### config.mk
export PLATFORM = sky130hd
export DESIGN_NAME = tbop_port
export DESIGN_NICKNAME = d
export VERILOG_FILES = /design/src/rtl/tbop_port.v
export VERILOG_INCLUDE_DIRS = /design/src /design/src/rtl
export SDC_FILE = /design/constraint.sdc
export NUM_CORES = 1
export LEC_CHECK = 0
export BUFFER_PORTS_ARGS = -buffer_cell sky130_fd_sc_hd__buf_2
export CAP_MARGIN = 15
export CORE_ASPECT_RATIO = 0.75
export CORE_UTILIZATION = 35
export DETAILED_ROUTE_END_ITERATION = 10
export GPL_ROUTABILITY_DRIVEN = 1
export PLACE_DENSITY_LB_ADDON = 0.2
export SYNTH_ARGS = -nofsm -noshare
export SYNTH_HDL_FRONTEND = slang
export SYNTH_SLANG_ARGS = --single-unit
### constraint.sdc
create_clock -name pclk -period 1.95 [get_ports pclk]
set_clock_uncertainty 0.2 [all_clocks]
set_input_delay 0.195 -clock pclk [delete_from_list [all_inputs] [get_ports pclk]]
set_output_delay 0.195 -clock pclk [all_outputs]
set_load 0.005 [all_outputs]
### src/rtl/tbop_regs.vh
// Register map and field constants of the two-bit output port
`ifndef TBOP_REGS_VH
`define TBOP_REGS_VH
// Printed offsets are not all multiples of four: each is a register index
`define TBOP_IDX_PIN_LEVEL_OUT 16'hf248
`define TBOP_IDX_DRIVE_MODE_LOW 16'hf24a
`define TBOP_IDX_DRIVE_MODE_HIGH 16'hf24b
// Word view of both mode registers, low byte in [7:0]
`define TBOP_IDX_DRIVE_MODE_WORD 16'hf24c
`define TBOP_ADDR_W 18
`define TBOP_RESET_VAL 2'h0
`define TBOP_MODE_HIZ 2'h0
`define TBOP_MODE_PCH_OD 2'h1
`define TBOP_MODE_NCH_OD 2'h2
`define TBOP_MODE_CMOS 2'h3
`endif

### src/rtl/tbop_port.v
// Two-bit output-only port with per-pin drive modes behind an APB slave
// Behaviour
// - Two pins, both output only; pin levels never reach the data register
// - Data bit 0 drives pin zero, bit 1 pin one; 0 low, 1 high
// - Data register reads back the written value, not the pin level
// - Control bit pair per pin: 00 hi-z, 01 P open drain, 10 N open drain, 11 CMOS
// - Reset clears data and both control registers, all pins hi-z
// - Each pin's drive mode is chosen independently
// - Control registers accessible as bytes or as one 16-bit word, low byte first
`timescale 1ns/1ps
`include "tbop_regs.vh"
module tbop_port (
  input wire pclk,
  input wire presetn,
  input wire psel,
  input wire penable,
  input wire pwrite,
  input wire [31:0] paddr,
  input wire [31:0] pwdata,
  input wire [3:0] pstrb,
  output reg [31:0] prdata,
  output reg pready,
  output reg pslverr,
  output reg [1:0] out_pin_o,
  output reg [1:0] out_pin_oe
);
  // Register state
  reg [1:0] pin_level_out_q;
  reg [1:0] pin_level_out_d;
  reg [1:0] drive_mode_low_q;
  reg [1:0] drive_mode_low_d;
  reg [1:0] drive_mode_high_q;
  reg [1:0] drive_mode_high_d;

  // Next values of the registered outputs
  reg [31:0] prdata_d;
  reg pready_d;
  reg pslverr_d;
  reg [1:0] pin_o_d;
  reg [1:0] pin_oe_d;
  reg [31:0] rdata_d;

  // Byte address of a register index
  function [`TBOP_ADDR_W-1:0] byte_addr;
    input [15:0] idx;
    begin
      byte_addr = {idx, 2'h0};
    end
  endfunction

  // Address match against one register index
  function addr_is;
    input [`TBOP_ADDR_W-1:0] adr;
    input [15:0] idx;
    begin
      addr_is = (adr == byte_addr(idx));
    end
  endfunction

  // Output enable of one pin for its mode pair and level
  function pin_enable;
    input [1:0] md;
    input lvl;
    begin
      case (md)
        `TBOP_MODE_PCH_OD: pin_enable = lvl;
        `TBOP_MODE_NCH_OD: pin_enable = ~lvl;
        `TBOP_MODE_CMOS: pin_enable = 1'b1;
        default: pin_enable = 1'b0;
      endcase
    end
  endfunction

  // Bus phases; writes commit only at the edge that completes the access
  wire setup = psel && !penable;
  wire acc_ok = psel && penable && pready;
  wire wr_ok = acc_ok && pwrite && pstrb[0];
  wire [`TBOP_ADDR_W-1:0] a = paddr[`TBOP_ADDR_W-1:0];
  wire addr_hi_zero = (paddr[31:`TBOP_ADDR_W] == 14'h0);

  // Register selects
  wire sel_data = addr_hi_zero && addr_is(a, `TBOP_IDX_PIN_LEVEL_OUT);
  wire sel_low = addr_hi_zero && addr_is(a, `TBOP_IDX_DRIVE_MODE_LOW);
  wire sel_high = addr_hi_zero && addr_is(a, `TBOP_IDX_DRIVE_MODE_HIGH);
  wire sel_word = addr_hi_zero && addr_is(a, `TBOP_IDX_DRIVE_MODE_WORD);
  wire hit_any = sel_data || sel_low || sel_high || sel_word;

  // Write strobes per register
  wire wr_data = wr_ok && sel_data;
  wire wr_low = wr_ok && (sel_low || sel_word);
  wire wr_high = wr_ok && sel_high;
  wire wr_word_hi = wr_ok && sel_word && pstrb[1];

  // Read views, upper bits read zero
  wire [31:0] rd_data = {30'h0, pin_level_out_q};
  wire [31:0] rd_low = {30'h0, drive_mode_low_q};
  wire [31:0] rd_high = {30'h0, drive_mode_high_q};
  wire [31:0] rd_word = {22'h0, drive_mode_high_q, 6'h0, drive_mode_low_q};

  // Per-pin mode pairs, chosen independently
  wire [1:0] pin0_mode = {drive_mode_high_q[0], drive_mode_low_q[0]};
  wire [1:0] pin1_mode = {drive_mode_high_q[1], drive_mode_low_q[1]};

  // Read mux, no pin input path
  always @* begin
    rdata_d = 32'h0;
    if (sel_data) begin
      rdata_d = rd_data;
    end else if (sel_low) begin
      rdata_d = rd_low;
    end else if (sel_high) begin
      rdata_d = rd_high;
    end else if (sel_word) begin
      rdata_d = rd_word;
    end
  end

  // Ready for exactly one access cycle after each setup
  always @* begin
    pready_d = setup;
  end

  // Error for an unmapped address
  always @* begin
    pslverr_d = 1'b0;
    if (setup) begin
      pslverr_d = !hit_any;
    end
  end

  // Read data stands only while ready is high
  always @* begin
    prdata_d = 32'h0;
    if (setup && !pwrite) begin
      prdata_d = rdata_d;
    end
  end

  // Data register next value
  always @* begin
    pin_level_out_d = pin_level_out_q;
    if (wr_data) begin
      pin_level_out_d = pwdata[1:0];
    end
  end

  // Low control register, byte or word view
  always @* begin
    drive_mode_low_d = drive_mode_low_q;
    if (wr_low) begin
      drive_mode_low_d = pwdata[1:0];
    end
  end

  // High control register, byte or upper word lane
  always @* begin
    drive_mode_high_d = drive_mode_high_q;
    if (wr_high) begin
      drive_mode_high_d = pwdata[1:0];
    end else if (wr_word_hi) begin
      drive_mode_high_d = pwdata[9:8];
    end
  end

  // Pin drivers
  always @* begin
    pin_o_d = pin_level_out_q;
    pin_oe_d[0] = pin_enable(pin0_mode, pin_level_out_q[0]);
    pin_oe_d[1] = pin_enable(pin1_mode, pin_level_out_q[1]);
  end

  // Data register
  always @(posedge pclk or negedge presetn) begin
    if (!presetn) begin
      pin_level_out_q <= `TBOP_RESET_VAL;
    end else begin
      pin_level_out_q <= pin_level_out_d;
    end
  end

  // Low control register
  always @(posedge pclk or negedge presetn) begin
    if (!presetn) begin
      drive_mode_low_q <= `TBOP_RESET_VAL;
    end else begin
      drive_mode_low_q <= drive_mode_low_d;
    end
  end

  // High control register
  always @(posedge pclk or negedge presetn) begin
    if (!presetn) begin
      drive_mode_high_q <= `TBOP_RESET_VAL;
    end else begin
      drive_mode_high_q <= drive_mode_high_d;
    end
  end

  // Bus answer flops
  always @(posedge pclk or negedge presetn) begin
    if (!presetn) begin
      prdata <= 32'h0;
      pready <= 1'b0;
      pslverr <= 1'b0;
    end else begin
      prdata <= prdata_d;
      pready <= pready_d;
      pslverr <= pslverr_d;
    end
  end

  // Pin level flops
  always @(posedge pclk or negedge presetn) begin
    if (!presetn) begin
      out_pin_o <= 2'h0;
    end else begin
      out_pin_o <= pin_o_d;
    end
  end

  // Pin enable flops, all pins float under reset
  always @(posedge pclk or negedge presetn) begin
    if (!presetn) begin
      out_pin_oe <= 2'h0;
    end else begin
      out_pin_oe <= pin_oe_d;
    end
  end
endmodule // tbop_port

### Word-level counts from Yosys, hierarchy flattened

Cells that the tools add are included.

| word-level totals | value |
|---|---|
| register bits after elaboration | 44 |
| logic and storage cells | 54 |

| cells by class | value |
|---|---|
| bitwise operators | 2 |
| eq/ne operators | 10 |
| reduce and logical (&&, ||, !) cells | 24 |
| multiplexer cells | 10 |

Operators with widths:

| kind | number |
|---|---|
| $eq A18 B18 Y1 const B | 4 |
| $mux W10 | 4 |
| $mux W32 | 1 |
| $logic_and A1 B1 Y1 | 15 |
| $logic_not A14 Y1 | 1 |
| $eq A2 B2 Y1 const B | 4 |
| $pmux W1 S3 | 2 |
| $eq A2 B1 Y1 const B | 2 |
| $logic_or A1 B1 Y1 | 4 |
| $mux W2 | 2 |
| $logic_not A1 Y1 | 3 |
| $not A1 Y1 | 2 |
| $reduce_bool A2 Y1 | 1 |
| $mux W1 | 1 |

### Longest topological paths before layout

| logic depth | value |
|---|---|
| word-level depth | 8 |
| depth in mapped cells | 5 |

### Worst setup path after synthesis

OpenSTA, ideal clock, no wires.

| path | value |
|---|---|
| path kind | input port to flip-flop |
| from | in paddr[1] |
| to | reg drive_mode_low_q[0] |
| library setup time | 0.128 ns |
| data required time | 1.622 ns |
| stages on the path | 4 |
| slack | 0.251 ns |
| arrival | 1.371 ns |
| cells stage by stage | nor4bb_1 nand4_2 nor4b_4 mux2_1 |

| on the way | value |
|---|---|
| cells in the longest elaborated chain, start to end | 4 |
| elaborated cells between the ends (all ways) | 6 |
| classes of those cells | 2 x eq/ne; 4 x reduce/logical |

Ends and longest elaborated chain:

| what | RTL line | source |
|---|---|---|
| start, declared | tbop_port.v:18 | `input wire [31:0] paddr,` |
| $eq A18 B18 Y1 | tbop_port.v:56 | `addr_is = (adr == byte_addr(idx));` |
| $logic_and A1 B1 Y1 (on tied branches) | tbop_port.v:83, tbop_port.v:85 |  |
| $logic_or A1 B1 Y1 (*) | tbop_port.v:90 | `wire wr_low = wr_ok && (sel_low \|\| sel_word);` |
| $logic_and A1 B1 Y1 (*) | tbop_port.v:90 |  |
| end signal, assigned | tbop_port.v:184 | `` drive_mode_low_q <= `TBOP_RESET_VAL; `` |
| end signal, assigned | tbop_port.v:186 | `drive_mode_low_q <= drive_mode_low_d;` |
| end, declared | tbop_port.v:30 | `reg [1:0] drive_mode_low_q;` |

Every way passes the cells marked *; elsewhere a longest branch is shown, timed or not.
A chain may end at the register's enable or synchronous reset.

### Final worst setup path

| path | value |
|---|---|
| from | in paddr[1] |
| to | reg pin_level_out_q[1] |

| on the way | value |
|---|---|
| cells in the longest elaborated chain, start to end | 3 |

Ends and longest elaborated chain:

| what | RTL line | source |
|---|---|---|
| $eq A18 B18 Y1 | tbop_port.v:56 |  |
| $logic_and A1 B1 Y1 | tbop_port.v:82 | `` wire sel_data = addr_hi_zero && addr_is(a, `TBOP_IDX_PIN_LEVEL_OUT); `` |
| $logic_and A1 B1 Y1 | tbop_port.v:89 | `wire wr_data = wr_ok && sel_data;` |
| end signal, assigned | tbop_port.v:175 | `` pin_level_out_q <= `TBOP_RESET_VAL; `` |
| end signal, assigned | tbop_port.v:177 | `pin_level_out_q <= pin_level_out_d;` |
| end, declared | tbop_port.v:28 | `reg [1:0] pin_level_out_q;` |

Every way passes these cells.

==> summary.txt <==
Power
  – Internal power: 0.0005201 W
  – Power per cell area: between 400 and 500 nW/µm²
  – Psw: 0.0001506 W
  – Clock Power Share: 34.5%
  – Max VDD drop: 0.0001707 V
  – Static leakage: between 0.7 and 0.8 nW
  – Sw frac: 22.46%
  – Seq pwr share: 49.9%
  – Gate power share: ~16%
  – Total Power: 0.0006708 W

Cells and area
  – Share of post-route cells with drive strength above 1: 43.04%
  – Layout Nets: between 200 and 250
  – Area of the multi-input gates: 549.3 µm²
  – FF/Latch Area: 400.4 µm²
  – P&R area growth vs syn: 24.91%
  – Post-route design area: 1343 µm²
  – Filler Cell Count: ~280
  – # diodes: 0

Placement
  – Final Wtd Congestion: 0.8365
  – Port bufs: between 50 and 60
  – Hpwl dp: roughly 1700 µm
  – Dpl ws: 8.263 ps
  – Placed inst area: about 1300 µm²

Die
  – Floorplan row count: 17
  – Die H: about 50 µm
  – Die X: 65.99 µm
  – Die Area: 3299 µm²
  – Io pins: 111
  – Total core area: 2935 µm²
  – Starting Density: 36.62%

Timing
  – FMAX: 605.4 MHz
  – WHS: around 10 ps
  – Final period util: 84.71%
  – Final setup margin: 298.2 ps
  – Post-route minimum period: 1652 ps
  – Final Setup Violations: 0
  – RSZ-0062 raised after global routing: false
  – Fin. max-slew vios: 0
  – Fin. Hold Viols: 0
  – Setup TNS: 0 ps

Critical path
  – RR Startpoint: pready
  – Worst Path Required: between 1500 and 2000 ps
  – Crit end category: flip-flop
  – CP Launch Type: input pin
  – R2R cell count: 3
  – Crit path kind: input pin to flip-flop
  – CP arrival: 1570 ps
  – Critical Path Fanout Max: 3
  – Worst r2r dst: drive_mode_low_q[1]
  – R2r setup slk: 350 ps

Global route
  – First-pass GRT wire length: around 3300 µm
  – Largest net degree at the start of global routing: 17
  – Total grt overflow: 0
  – Vias in the first global route: 797
  – Initial antenna violation count: 0
  – Total GRT Usage: 13.26%

Drt
  – DRT Pass-1 Iters: 4
  – DRC errors left: 0
  – Starting DRT DRC Count: 20
  – WL final: just over 2000 µm
  – Vias per cell: approximately 4.5
  – DRT antenna net count: 0
  – WL/cell: around 10 µm
  – Vias: 874

Yosys
  – Synth Area in Simple Gates: 25.84%
  – FFs w/ async S/R, synth: 100.0%
  – Xor-xnor portion of the synthesized cell area: 0.8149%
  – Largest family of logic cells by synthesized area: simple AND/OR/NAND/NOR gates
  – Post-synthesis average cell area: about 11 µm²
  – Synth area leader: dfrtp_1
  – Seq cells post-synth: 16
  – Top cell type's share of synthesized area: 37.25%
  – Prevailing post-synth register cell: dfrtp_1
  – Ys Warns: 0
  – Netlist Area Pre-Place: ~1100 µm²
  – Compound-Gate Fraction of Synth Area: between 7 and 8%
  – Post-Syn Instances: slightly above 100
  – Synth area leaders: dfrtp_1, buf_4, mux2_1
  – Cell variety after synth: 31
  – Synth Area in Adders: 0%
  – Register area share after synthesis: 37.25%
  – Mux share of post-synthesis cell area: 6.985%
  – EDFF count, synth: 0

Run status
  – Outcome: finished clean

CTS
  – Clock transition at path regs: 60 ps
  – Root Driver: clkbuf_8
  – Post-CTS Setup Bufs: 0
  – Cts bufs inserted: 3
  – TritonCTS clock tree: done
  – Clk sink count: 16
  – Maximum root-to-sink buffer count: 2
  – Clk_lat worst skew: 240 ps
  – H-tree Lvls: 1
  – Resized cells post-CTS: 0
  – Hold-fix buffers, CTS: 1

Run
  – Maxcap violations: 0

Hold path
  – Hold Path End: drive_mode_low_q[1]
  – Hold Crit Class: input pin to flip-flop
  – Hold path cells: 2
  – Worst hold start: pwdata[1]
-- worst max-delay path, stage by stage --
cell and delay (ps):
buf_2 90, nor4bb_1 320, nand4_2 230, nor4_4 380, mux2_1 350
-- synthesized netlist by cell type (2+ instances only) --
master,count
a21oi_1,2
mux2i_1,3
buf_4,28
o21ai_0,4
nand2_1,4
a32oi_1,2
nand4_2,2
inv_1,3
a2bb2oi_1,2
and3_1,4
nor2_1,4
and4_1,2
o32ai_1,2
dfrtp_1,16
nor4_2,3
nor4b_2,2
mux2_1,4
-- how the worst max path moves through the flow --
stage / start / to / slack [ps] / cells past startpoint
CTS: paddr[1] / pin_level_out_q[1] / 270 / 5
detailed placement: paddr[1] / pin_level_out_q[1] / 8 / 5
floorplan: paddr[1] / drive_mode_low_q[0] / 250 / 4
finish: paddr[1] / pin_level_out_q[1] / 300 / 5
global placement: paddr[1] / pin_level_out_q[1] / 60 / 5
global route: paddr[1] / drive_mode_high_q[1] / 160 / 6
-- state kept, by name (all words and copies together), names as in the netlist --
signal,flops
prdata,4
drive_mode_high_q,2
drive_mode_low_q,2
out_pin_o,2
out_pin_oe,2
pin_level_out_q,2
pready,1
pslverr,1
-- cell usage in the layout, fill, tap and decap left out, types with 2 or more instances in the layout --
master,n
a21oi_1,2
a2bb2oi_1,2
a32oi_1,2
and3_1,4
and4_1,2
buf_2,52
buf_4,3
clkbuf_8,3
conb_1,28
dfrtp_1,16
inv_1,3
mux2_1,4
mux2i_1,3
nand2_1,4
nand4_2,2
nor2_1,4
nor4_2,3
nor4b_2,2
o21ai_0,4
o32ai_1,2
-- power by group through the flow --
stage          registers [W]  logic [W]  clock network (W)
2_1_floorplan       0.000341  0.0000807                  0
3_3_place_gp        0.000341  0.0000992                  0
3_5_place_dp        0.000341   0.000102                  0
5_1_grt             0.000335   0.000118           0.000257
6_report            0.000335   0.000105           0.000231
4_1_cts             0.000335   0.000104           0.000241
-- routing by layer --
layer	vias up	wire length [µm]	track usage, %
li1	424	-	-
met2	54	948	22.79
met1	394	873	16.12
met5	-	0	0
met4	0	20	5.319
met3	2	201	2.546
-- per-stage QoR --
stage	instances	utilization, %
2_1_floorplan	128	-
3_3_place_gp	192	43.99
3_5_place_dp	192	43.99
4_1_cts	196	45.74
5_1_grt	196	45.74
6_report	196	45.74
-- cell type report --
cell class                      count  share of cell area (%)
Multi-Input combinational cell     80                   40.91
Timing Repair Buffer               56                   21.81
Sequential cell                    16                   29.82
Tap cell                           38                   3.541
Inverter                            3                  0.8388
Clock buffer                        3                   3.075
-- logic make-up (layout without fill, tap and decap cells) --
logic type	Yosys count	in the layout
AND/OR/NAND/NOR	32	32
flip-flops	16	16
AO/OA/AOI/OAI	12	12
other	1	28
multiplexers	7	7
buffers and inverters	32	62
XOR/XNOR	1	1
Power figures use the tool's default switching activity.
